File: config.mk
export PLATFORM = sky130hd
export DESIGN_NAME = pss_top
export DESIGN_NICKNAME = d
export VERILOG_FILES = /design/src/pss_pkg.sv /design/src/pss_top.sv
export VERILOG_INCLUDE_DIRS = /design/src
export SDC_FILE = /design/constraint.sdc
export NUM_CORES = 1
export LEC_CHECK = 0
export ABC_AREA = 1
export BUFFER_PORTS_ARGS = -buffer_cell sky130_fd_sc_hd__clkbuf_2
export CAP_MARGIN = 20
export CORE_MARGIN = 2
export CORE_UTILIZATION = 52
export DETAILED_ROUTE_END_ITERATION = 10
export PLACE_DENSITY = 0.86
export SETUP_SLACK_MARGIN = 0.05
export SLEW_MARGIN = 25
export SYNTH_ARGS = -nofsm -noshare
export SYNTH_HDL_FRONTEND = slang
export SYNTH_SLANG_ARGS = --single-unit
File: constraint.sdc
create_clock -name SYS_CLK -period 3.77 [get_ports SYS_CLK]
set_clock_uncertainty 0.05 [all_clocks]
set_input_delay 0.754 -clock SYS_CLK [delete_from_list [all_inputs] [get_ports SYS_CLK]]
set_output_delay 0.754 -clock SYS_CLK [all_outputs]
set_load 0.02 [all_outputs]
File: src/pss_defs.svh
`ifndef PSS_DEFS_SVH
`define PSS_DEFS_SVH
// ----------------------------------------
// register byte offsets
// ----------------------------------------
`define PSS_OFF_HW_CONFIG 8'h00
`define PSS_OFF_POWER_CTRL 8'h04
`define PSS_OFF_IRQ_STATUS 8'h08
`define PSS_OFF_WAKE_TEST 8'h0c
`define PSS_OFF_PHY_BASIC_CTRL 8'h10
`define PSS_OFF_PHY_MODE_CTRL 8'h14
`define PSS_OFF_PHY_BASIC_STAT 8'h18
`define PSS_OFF_PHY_IRQ_SRC 8'h1c
`define PSS_OFF_EEPROM_CMD 8'h20
// ----------------------------------------
// field positions
// ----------------------------------------
`define PSS_BIT_SOFT_RESET 0
`define PSS_BIT_READY 0
`define PSS_BIT_PIN_EN 1
`define PSS_BIT_PULSE_SEL 3
`define PSS_BIT_FRAME_WAKE_EN 8
`define PSS_BIT_ENERGY_WAKE_EN 9
`define PSS_BIT_PHY_RESET 10
`define PSS_LSB_POWER_STATE 12
`define PSS_LSB_WAKE_SRC 16
`define PSS_BIT_WAKE_IRQ 17
`define PSS_BIT_PHY_SOFT_RESET 15
`define PSS_BIT_PHY_POWERDOWN 11
`define PSS_BIT_ED_POWERDOWN 13
`define PSS_BIT_ENERGY_ON 1
`define PSS_BIT_LINK_UP 2
`define PSS_BIT_PHY_ENERGY_IRQ 1
`define PSS_BIT_EEPROM_BUSY 31
// ----------------------------------------
// encodings and reset values
// ----------------------------------------
`define PSS_PS_D0 2'h0
`define PSS_PS_D1 2'h1
`define PSS_PS_D2 2'h2
`define PSS_WS_ENERGY 2'h1
`define PSS_WS_FRAME 2'h2
`define PSS_RST_ZERO 32'h0
// ----------------------------------------
// timing
// ----------------------------------------
`define PSS_CLK_MHZ 250
`define PSS_POR_TIME_US 22000
`define PSS_PULSE_TIME_US 50000
`define PSS_RESUME_TIME_US 2000
`define PSS_SOFT_RESET_BIT_TIME_NS 2000
`define PSS_PHYRST_TIME_US 100
`endif

File: src/pss_pkg.sv
`default_nettype none
package pss_pkg;
	// sequencer states
	typedef enum logic [2:0] {PS_POR, PS_D0, PS_D1, PS_D2, PS_WAKE, PS_SOFT_RESET_BIT} pss_state_t;
	// one register bus request
	typedef struct packed {
		logic [7:0] addr;
		logic [31:0] wdata;
		logic wr;
		logic rd;
	} pss_bus_req_t;
	// clock enables for gated domains
	typedef struct packed {
		logic mac;
		logic host_bus_interface;
		logic pm;
		logic intl;
	} pss_clk_en_t;
endpackage
`default_nettype wire

File: src/pss_top.sv
// The address map and the address-and-strobe port are this design's own decisions.
`include "pss_defs.svh"
`default_nettype none
// Notes on behaviour
// - power state 10b enters deep sleep, ready clears
// - deep sleep gates mac, bus, pm, internal clocks
// - carrier in deep sleep sets wake source 01b
// - wake irq status set regardless of pin enable
// - wake test write returns to D0
// - wake irq sticky while source persists, w1c
// - pulse select gives 50ms pulse, else static
// - wake pin drops when source or enables clear
// - phy powerdown bit holds phy down, reset on clear
// - energy powerdown sleeps phy, flags energy arrival
// - five reset sources, soft reset spares exempt bits
// - eeprom probe after hard/soft reset, busy bit
// - power-on timer 22ms holds ready low
// - reset pin low gives full reset
// - ready sets within 2ms after wake write
// - soft reset bit self-clears after 2us
// - phy reset bit self-clears after 100us
// - phy basic reset bit self-clears when done
// - power state 01 enters light sleep, ready clears
// - wake frame in light sleep sets source 10b
module pss_top
	import pss_pkg::*;
#(
	parameter int POR_CYCLES = `PSS_POR_TIME_US * `PSS_CLK_MHZ, // power-on hold
	parameter int PULSE_CYCLES = `PSS_PULSE_TIME_US * `PSS_CLK_MHZ, // wake pin pulse
	parameter int RESUME_CYCLES = `PSS_RESUME_TIME_US * `PSS_CLK_MHZ, // wake to ready
	parameter int PHYRST_CYCLES = `PSS_PHYRST_TIME_US * `PSS_CLK_MHZ // phy reset
)
(
	input wire logic SYS_CLK, // always-on clock
	input wire logic RSTN, // reset_in_n pin, async low
	input wire pss_bus_req_t BUS_REQ, // register bus request
	output logic [31:0] BUS_RDATA, // read data, cycle after read
	input wire logic LINE_ENERGY_PIN, // line_energy_present from line
	input wire logic LINK_UP_PIN, // phy link status, async
	input wire logic FRAME_WAKE_DET, // wake frame or magic packet seen
	input wire logic EEPROM_BUSY, // eeprom engine busy
	output logic WAKE_OUT, // wake event pin, high active
	output pss_clk_en_t CLK_EN, // clock enables per domain
	output logic MAC_RESET, // internal reset of mac side
	output logic PHY_RESET, // phy reset in progress
	output logic PHY_PWRDN, // phy general powerdown
	output logic PHY_SLEEP, // phy powered down, no energy
	output logic EEPROM_PROBE // one-cycle eeprom probe start
);
	// ----------------------------------------
	// timing counts
	// ----------------------------------------
	localparam int SOFT_RESET_BIT_CYCLES = (`PSS_SOFT_RESET_BIT_TIME_NS * `PSS_CLK_MHZ + 999) / 1000;

	// set beats clear for every sticky flag
	function automatic logic sticky(input logic q, input logic set, input logic clr);
		sticky = set | (q & ~clr);
	endfunction

	// true on the last cycle of a timed interval
	function automatic logic cnt_done(input logic [23:0] cnt, input int lim);
		cnt_done = (cnt >= 24'(lim - 1));
	endfunction

	// ----------------------------------------
	// reset and input synchronisers
	// ----------------------------------------
	logic rst_meta_q; // first reset stage
	logic rst_n; // released reset
	logic [1:0] energy_sync_q; // energy pin stages
	logic [1:0] link_sync_q; // link pin stages
	logic energy_prev_q; // energy, previous cycle

	// reset released through two stages; the pin is a full reset
	always_ff @(posedge SYS_CLK or negedge RSTN)
	begin
		if (!RSTN)
		begin
			rst_meta_q <= 1'b0;
			rst_n <= 1'b0;
		end
		else
		begin
			rst_meta_q <= 1'b1;
			rst_n <= rst_meta_q;
		end
	end

	// pin levels pass two stages before use
	always_ff @(posedge SYS_CLK or negedge rst_n)
	begin
		if (!rst_n)
		begin
			energy_sync_q <= 2'h0;
			link_sync_q <= 2'h0;
			energy_prev_q <= 1'b0;
		end
		else
		begin
			energy_sync_q <= {energy_sync_q[0], LINE_ENERGY_PIN};
			link_sync_q <= {link_sync_q[0], LINK_UP_PIN};
			energy_prev_q <= energy_sync_q[1];
		end
	end

	wire energy_on = energy_sync_q[1]; // synced line energy
	wire link_up = link_sync_q[1]; // synced link status

	// ----------------------------------------
	// state and storage
	// ----------------------------------------
	pss_state_t state_q, state_d; // sequencer
	logic [23:0] seq_cnt_q, seq_cnt_d; // sequencer timer
	logic ready_q; // ready bit
	logic pin_en_q; // wake pin enable
	logic pulse_sel_q; // wake_pin_pulse_select
	logic frame_wake_en_q; // frame_wake_enable
	logic energy_wake_en_q; // energy_wake_enable
	logic [1:0] wake_src_q, wake_src_d; // wake_source_status
	logic wake_irq_q, wake_irq_d; // wake irq status bit
	logic wake_src_pend_q; // wake source, previous cycle
	logic [23:0] pulse_cnt_q, pulse_cnt_d; // wake pulse timer
	logic phy_pd_q; // phy powerdown bit
	logic edpd_q; // energy_detect_powerdown
	logic phy_eirq_q, phy_eirq_d; // phy energy flag
	logic [23:0] phy_cnt_q, phy_cnt_d; // phy reset timer
	logic phyrst_pc_q, phyrst_pc_d; // power control phy reset bit
	logic phyrst_bc_q, phyrst_bc_d; // basic control reset bit
	logic [31:0] rd_mux; // read selection

	// ----------------------------------------
	// bus decode
	// ----------------------------------------
	wire awake = (state_q == PS_D0); // full access only when ready
	wire asleep = (state_q == PS_D1) || (state_q == PS_D2);
	wire [31:0] wd = BUS_REQ.wdata; // write data
	wire wr_hw = BUS_REQ.wr && (BUS_REQ.addr == `PSS_OFF_HW_CONFIG) && awake;
	wire wr_pc = BUS_REQ.wr && (BUS_REQ.addr == `PSS_OFF_POWER_CTRL) && awake;
	wire wr_irq = BUS_REQ.wr && (BUS_REQ.addr == `PSS_OFF_IRQ_STATUS) && awake;
	wire wr_bc = BUS_REQ.wr && (BUS_REQ.addr == `PSS_OFF_PHY_BASIC_CTRL) && awake;
	wire wr_mc = BUS_REQ.wr && (BUS_REQ.addr == `PSS_OFF_PHY_MODE_CTRL) && awake;
	wire wr_pis = BUS_REQ.wr && (BUS_REQ.addr == `PSS_OFF_PHY_IRQ_SRC) && awake;
	// sleep writes other than this are dropped; decode sits on the always-on clock
	wire wr_wake = BUS_REQ.wr && (BUS_REQ.addr == `PSS_OFF_WAKE_TEST) && asleep;
	wire [1:0] ps_wr = wd[`PSS_LSB_POWER_STATE +: 2]; // requested power state
	wire soft_reset_bit_req = wr_hw && wd[`PSS_BIT_SOFT_RESET];
	wire in_soft_reset_bit = (state_q == PS_SOFT_RESET_BIT);

	// ----------------------------------------
	// sequencer
	// ----------------------------------------
	// timed states leave on their counter; sleep only leaves on the wake write
	always_comb
	begin
		state_d = state_q;
		case (state_q)
			PS_POR:
			begin
				if (cnt_done(seq_cnt_q, POR_CYCLES))
					state_d = PS_D0;
			end
			PS_D0:
			begin
				if (soft_reset_bit_req)
					state_d = PS_SOFT_RESET_BIT;
				else if (wr_pc && ps_wr == `PSS_PS_D1)
					state_d = PS_D1;
				else if (wr_pc && ps_wr == `PSS_PS_D2)
					state_d = PS_D2;
			end
			PS_D1, PS_D2:
			begin
				if (wr_wake)
					state_d = PS_WAKE;
			end
			PS_WAKE:
			begin
				if (cnt_done(seq_cnt_q, RESUME_CYCLES))
					state_d = PS_D0;
			end
			PS_SOFT_RESET_BIT:
			begin
				if (cnt_done(seq_cnt_q, SOFT_RESET_BIT_CYCLES))
					state_d = PS_D0;
			end
			default:
				state_d = PS_POR;
		endcase
	end

	// timer restarts on each state change
	assign seq_cnt_d = (state_d != state_q) ? 24'h0 : seq_cnt_q + 24'h1;

	// sequencer registers; ready follows the next state so it reads true in D0
	always_ff @(posedge SYS_CLK or negedge rst_n)
	begin
		if (!rst_n)
		begin
			state_q <= PS_POR;
			seq_cnt_q <= 24'h0;
			ready_q <= 1'b0;
		end
		else
		begin
			state_q <= state_d;
			seq_cnt_q <= seq_cnt_d;
			ready_q <= (state_d == PS_D0);
		end
	end

	// ----------------------------------------
	// wake detection and wake irq
	// ----------------------------------------
	// carrier already present on entry counts at once
	wire set_energy = (state_q == PS_D2) && energy_on;
	wire set_frame = (state_q == PS_D1) && FRAME_WAKE_DET;
	wire [1:0] ws_clr = wr_pc ? wd[`PSS_LSB_WAKE_SRC +: 2] : 2'h0; // write one clears

	assign wake_src_d[0] = sticky(wake_src_q[0], set_energy, ws_clr[0] | in_soft_reset_bit);
	assign wake_src_d[1] = sticky(wake_src_q[1], set_frame, ws_clr[1] | in_soft_reset_bit);

	// internal wake interrupt: source gated by its enable
	wire wake_src_pend = (wake_src_q[0] && energy_wake_en_q) ||
		(wake_src_q[1] && frame_wake_en_q);
	// status can only be cleared once the source has gone
	wire irq_clr = wr_irq && wd[`PSS_BIT_WAKE_IRQ] && !wake_src_pend;
	assign wake_irq_d = sticky(wake_irq_q, wake_src_pend, irq_clr | in_soft_reset_bit);

	// ----------------------------------------
	// wake pin
	// ----------------------------------------
	wire pend_rise = wake_src_pend && !wake_src_pend_q; // new wake event
	assign pulse_cnt_d = !wake_src_pend ? 24'h0 :
		pend_rise ? 24'(PULSE_CYCLES - 1) :
		(pulse_cnt_q != 24'h0) ? pulse_cnt_q - 24'h1 : 24'h0;
	wire pulse_on = pend_rise || (pulse_cnt_q != 24'h0); // pulse window
	// pin drops as soon as source, its enable or the pin enable goes
	wire wake_pin_d = pin_en_q && wake_src_pend && (!pulse_sel_q || pulse_on);

	// ----------------------------------------
	// phy powerdown and reset
	// ----------------------------------------
	wire bc_rst_wr = wr_bc && wd[`PSS_BIT_PHY_SOFT_RESET];
	wire pc_rst_wr = wr_pc && wd[`PSS_BIT_PHY_RESET];
	// clearing the powerdown bit resets the phy as it powers up
	wire pd_release = wr_bc && phy_pd_q && !wd[`PSS_BIT_PHY_POWERDOWN];
	wire phy_start = bc_rst_wr || pc_rst_wr || pd_release || (state_q == PS_POR);
	assign phy_cnt_d = phy_start ? 24'(PHYRST_CYCLES) :
		(phy_cnt_q != 24'h0) ? phy_cnt_q - 24'h1 : 24'h0;
	wire phy_busy = (phy_cnt_d != 24'h0); // reset still running
	assign phyrst_pc_d = (pc_rst_wr || phyrst_pc_q) && phy_busy;
	assign phyrst_bc_d = (bc_rst_wr || phyrst_bc_q) && phy_busy;
	// energy arrival flag while energy powerdown is armed
	wire energy_rise = edpd_q && energy_on && !energy_prev_q;
	wire eirq_clr = wr_pis && wd[`PSS_BIT_PHY_ENERGY_IRQ];
	assign phy_eirq_d = sticky(phy_eirq_q, energy_rise, eirq_clr);

	// ----------------------------------------
	// control registers
	// ----------------------------------------
	// enables are soft-reset-exempt; sticky flags are cleared by soft reset
	always_ff @(posedge SYS_CLK or negedge rst_n)
	begin
		if (!rst_n)
		begin
			pin_en_q <= 1'b0;
			pulse_sel_q <= 1'b0;
			frame_wake_en_q <= 1'b0;
			energy_wake_en_q <= 1'b0;
			wake_src_q <= 2'h0;
			wake_irq_q <= 1'b0;
			wake_src_pend_q <= 1'b0;
			pulse_cnt_q <= 24'h0;
		end
		else
		begin
			if (wr_pc)
			begin
				pin_en_q <= wd[`PSS_BIT_PIN_EN];
				pulse_sel_q <= wd[`PSS_BIT_PULSE_SEL];
				frame_wake_en_q <= wd[`PSS_BIT_FRAME_WAKE_EN];
				energy_wake_en_q <= wd[`PSS_BIT_ENERGY_WAKE_EN];
			end
			wake_src_q <= wake_src_d;
			wake_irq_q <= wake_irq_d;
			wake_src_pend_q <= wake_src_pend;
			pulse_cnt_q <= pulse_cnt_d;
		end
	end

	// phy side registers, untouched by soft reset
	always_ff @(posedge SYS_CLK or negedge rst_n)
	begin
		if (!rst_n)
		begin
			phy_pd_q <= 1'b0;
			edpd_q <= 1'b0;
			phy_eirq_q <= 1'b0;
			phy_cnt_q <= 24'h0;
			phyrst_pc_q <= 1'b0;
			phyrst_bc_q <= 1'b0;
		end
		else
		begin
			if (wr_bc)
				phy_pd_q <= wd[`PSS_BIT_PHY_POWERDOWN];
			if (wr_mc)
				edpd_q <= wd[`PSS_BIT_ED_POWERDOWN];
			phy_eirq_q <= phy_eirq_d;
			phy_cnt_q <= phy_cnt_d;
			phyrst_pc_q <= phyrst_pc_d;
			phyrst_bc_q <= phyrst_bc_d;
		end
	end

	// ----------------------------------------
	// read path
	// ----------------------------------------
	wire [1:0] ps_rd = (state_q == PS_D1) ? `PSS_PS_D1 :
		(state_q == PS_D2) ? `PSS_PS_D2 : `PSS_PS_D0; // field reads 00 after wake
	wire [31:0] pc_word = {14'h0, wake_src_q, 2'h0, ps_rd, 1'b0, phyrst_pc_q,
		energy_wake_en_q, frame_wake_en_q, 4'h0, pulse_sel_q, 1'b0, pin_en_q,
		ready_q};

	// while asleep only power control answers, everything else reads zero
	always_comb
	begin
		rd_mux = `PSS_RST_ZERO;
		case (BUS_REQ.addr)
			`PSS_OFF_POWER_CTRL:
				rd_mux = pc_word;
			`PSS_OFF_HW_CONFIG:
				rd_mux = {31'h0, in_soft_reset_bit};
			`PSS_OFF_IRQ_STATUS:
				rd_mux = {14'h0, wake_irq_q, 17'h0};
			`PSS_OFF_PHY_BASIC_CTRL:
				rd_mux = {16'h0, phyrst_bc_q, 3'h0, phy_pd_q, 11'h0};
			`PSS_OFF_PHY_MODE_CTRL:
				rd_mux = {18'h0, edpd_q, 11'h0, energy_on, 1'b0};
			`PSS_OFF_PHY_BASIC_STAT:
				rd_mux = {29'h0, link_up, 2'h0};
			`PSS_OFF_PHY_IRQ_SRC:
				rd_mux = {30'h0, phy_eirq_q, 1'b0};
			`PSS_OFF_EEPROM_CMD:
				rd_mux = {EEPROM_BUSY, 31'h0};
			default:
				rd_mux = `PSS_RST_ZERO;
		endcase
		if (!awake && BUS_REQ.addr != `PSS_OFF_POWER_CTRL)
			rd_mux = `PSS_RST_ZERO;
	end

	// ----------------------------------------
	// registered outputs
	// ----------------------------------------
	wire pwr_ok = (state_d == PS_D0) || (state_d == PS_WAKE); // clocks up while resuming

	// every output leaves a flop; read data stand one cycle only
	always_ff @(posedge SYS_CLK or negedge rst_n)
	begin
		if (!rst_n)
		begin
			BUS_RDATA <= `PSS_RST_ZERO;
			WAKE_OUT <= 1'b0;
			CLK_EN <= '0;
			MAC_RESET <= 1'b1;
			PHY_RESET <= 1'b1;
			PHY_PWRDN <= 1'b0;
			PHY_SLEEP <= 1'b0;
			EEPROM_PROBE <= 1'b0;
		end
		else
		begin
			BUS_RDATA <= BUS_REQ.rd ? rd_mux : `PSS_RST_ZERO;
			WAKE_OUT <= wake_pin_d;
			CLK_EN.mac <= pwr_ok;
			CLK_EN.host_bus_interface <= pwr_ok || (state_d == PS_SOFT_RESET_BIT);
			CLK_EN.pm <= pwr_ok || (state_d == PS_D1);
			CLK_EN.intl <= (state_d != PS_D2);
			MAC_RESET <= (state_d == PS_POR) || (state_d == PS_SOFT_RESET_BIT);
			PHY_RESET <= phy_busy;
			PHY_PWRDN <= phy_pd_q;
			PHY_SLEEP <= edpd_q && !energy_on;
			EEPROM_PROBE <= ((state_q == PS_POR) || in_soft_reset_bit) && (state_d == PS_D0);
		end
	end
endmodule
`default_nettype wire

==> metrics.cfg <==
[floorplanning]
die_area_mm2 = 0.0134
dieHeight_um = 116
initial_utilization = 0.537
fp.dieW_um = 116
core_mm2 = 0.0121
std_cell_rows = 40
ios = 90

[sta]
worst_pin_slew_ns = 0.672
slew_headroom = 0.548
rsz0062_at_grt = false
hold_viol = 0
max_freq_mhz = 412
setup_ws_ns = 1.35
period_share = 0.643
report.final.setup_viol = 0
fin_crit_ns = 2.42
drv_slew = 0
fin_tns_setup_ns = 0

[synthesis]
synth_edf_count = 0
synthTopCellsByArea = dfrtp_1 45%, nand2_1 9.2%, nor2_1 7.7%, inv_1 6.5%, nand3_1 6.0%
ys_warn_count = 0
yosys.area.top_type = dfrtp_1
syn_area_mm2 = 0.00651
yosysSeqAreaShare = 0.462
yosys_register_bits = 120
synthCells = 831
syn-mean-instance-area_um2 = 7.83
async_flop_share = 1.00
synthDistinctLibCells = 44
synthFlopType = dfrtp_1
synth_top_cell_area_share = 0.454

[clock_tree]
numCtsBuffers = 17
path_clk_slew_ns = 0.05
clkLatencyLatePin_ns = 0.42
post_cts_buffers = 0
cts_resized = 0
clkSinkCount = 120
htreeDepth = 4
holdBufCountCts = 0
cts_tree = built
clockRootBuffer = clkbuf_16
clk_path_buf_depth = 2

[setup_path]
end_kind = register
timing.rr.end = phyrst_pc_q$_DFF_PN0_
r2r-start = phy_cnt_q[0]$_DFF_PN0_
crit_start = phy_cnt_q[0]$_DFF_PN0_
r2r_slack_ns = 1.35
required_ns = 4.02
critPathLaunchType = register
cp.arrival_ns = 2.68
crit_end = phyrst_pc_q$_DFF_PN0_
rr_worst_depth = 13
setup.worst_path.class = reg2reg
critPathMaxFanout = 7

[global_route]
antenna_found_initial = 0
grt_max_degree = 73
grt_pass1_vias = 5416
grt_pass1_wl_um = 25300
grt_usage = 0.241
grt-ovfl-total = 0

[run]
max_cap_viol_count = 0

[finish]
syn_to_final_growth_pct = 15.0
layout_common_cells = 159 x nand2_1, 133 x nor2_1, 117 x dfrtp_1
drive_above_1_share = 0.154
stdcell_count = 1076
diodes = 0
nNetsFinal = 948
final_common_cell = nand2_1

[drt]
drt_iter0_drc = 504
detail_route.wl_per_cell_um = 13.8
drt-pass1-iter-count = 6
wl_um = 14800
viasPerCell = 5.13
dr_total_vias = 5517
postRouteAntennaNets = 0
drc = 0

[place]
dp_hpwl_um = 10500
dp.cells = 1044
port_buffers = 51
pre_cts_slack_ns = 1.07
routabilityCongestion = 0.933

[pwr]
p_per_area_mw_per_mm2 = 407
ir_worst_vdd_uv = 359
p_leak_uw = 0.00384

[hold_path]
worst_hold_path_type = in2async

[status]
status = finished, final reports clean

[power by group]
part	internal (uW)	switching (uW)
clock network	1120	554
logic	16.1	50.0
registers	1290	10.9
total	2430	615
[Yosys cell counts (2+ instances only)]
| cell | instances |
|---|---|
| nand3_1 | 78 |
| nor2_4 | 5 |
| nand3_2 | 3 |
| o21ai_0 | 29 |
| nor3_2 | 5 |
| nand3b_1 | 5 |
| o22ai_1 | 2 |
| or2_2 | 4 |
| conb_1 | 2 |
| clkbuf_1 | 2 |
| inv_2 | 5 |
| nand4_1 | 19 |
| a21oi_1 | 16 |
| nor4_1 | 4 |
| o21bai_1 | 2 |
| nor2_2 | 30 |
| buf_4 | 19 |
| nand2_2 | 2 |
| inv_1 | 112 |
| nand4_2 | 2 |
| nor2_1 | 133 |
| dfstp_2 | 2 |
| nand2_1 | 159 |
| xor2_1 | 24 |
| nor3b_1 | 2 |
| nor3_1 | 17 |
| buf_6 | 3 |
| xnor2_1 | 8 |
| ha_1 | 5 |
| dfrtp_1 | 118 |
[worst min-delay path by stage]
| stage | from | end | slack (ns) | depth (start not counted) |
|---|---|---|---|---|
| floorplan | energy_sync_q[0]$_DFF_PN0_ | energy_sync_q[1]$_DFF_PN0_ | 0.28 | 0 |
| global placement | link_sync_q[0]$_DFF_PN0_ | link_sync_q[1]$_DFF_PN0_ | 0.28 | 0 |
| detailed placement | link_sync_q[0]$_DFF_PN0_ | link_sync_q[1]$_DFF_PN0_ | 0.29 | 0 |
| CTS | RSTN | rst_n$_DFF_PN0_ | 0.05 | 1 |
| global route | RSTN | rst_n$_DFF_PN0_ | 0.05 | 1 |
| finish | RSTN | rst_n$_DFF_PN0_ | 0.06 | 1 |
[state kept, by name, indices dropped and copies added (netlist names), 2 cells and up]
name / cells
pulse_cnt_q: 24
energy_sync_q: 2
wake_src_q: 2
link_sync_q: 2
phy_cnt_q: 24
CLK_EN: 4
state_q: 3
BUS_RDATA: 14
seq_cnt_q: 24
[worst max-delay path, stage by stage, from the launching register on]
cell	delay, ns
dfrtp_1	0.39
inv_1	0.11
ha_1	0.27
nand2_1	0.15
nor2_2	0.37
nand3_1	0.14
nand3_1	0.14
nand2_1	0.07
nor2_1	0.08
nand2_1	0.06
nor2_1	0.08
nand3_1	0.09
nor2_2	0.20
nor2_1	0.08
[per-stage QoR]
step	area (um2)	hold WS (ns)	util	total power [uW]
finish	7480	0.0587	0.618	3050
global route	7480	0.0474	0.618	3140
CTS	7480	0.0472	0.618	3070
detailed placement	6880	0.286	0.568	1390
global placement	6880	0.283	0.568	1390
floorplan	6570	0.281	-	1380
[per-layer routing]
metal / part of all wire / vias to the layer above / track usage / routed length, um
li1: - / 2733 / - / -
met3: 0.064 / 20 / 0.0607 / 946
met2: 0.49 / 179 / 0.384 / 7260
met5: 0 / - / 0 / 0
met1: 0.43 / 2585 / 0.320 / 6380
met4: 0.014 / 0 / 0.0921 / 209
[cell type report]
class,instances,area (um2)
Fill cell,1028,4630
Inverter,117,439
Timing Repair Buffer,52,275
Clock inverter,8,145
Tap cell,168,210
Multi-Input combinational cell,587,2940
Sequential cell,120,3010
Clock buffer,24,462
[cell families (layout without fill, tap and decap cells)]
logic type | count (synthesis) | count (layout) | share of synthesized area
AO/OA/AOI/OAI | 58 | 58 | 0.0498
XOR/XNOR | 32 | 32 | 0.0431
adder cells (fa/ha/maj) | 5 | 5 | 0.00962
buffers and inverters | 141 | 201 | 0.0958
flip-flops | 120 | 120 | 0.462
multiplexers | 1 | 1 | 0.00173
other | 2 | 19 | 0.00115
AND/OR/NAND/NOR | 472 | 472 | 0.337
(Power assumes the default switching activity.)
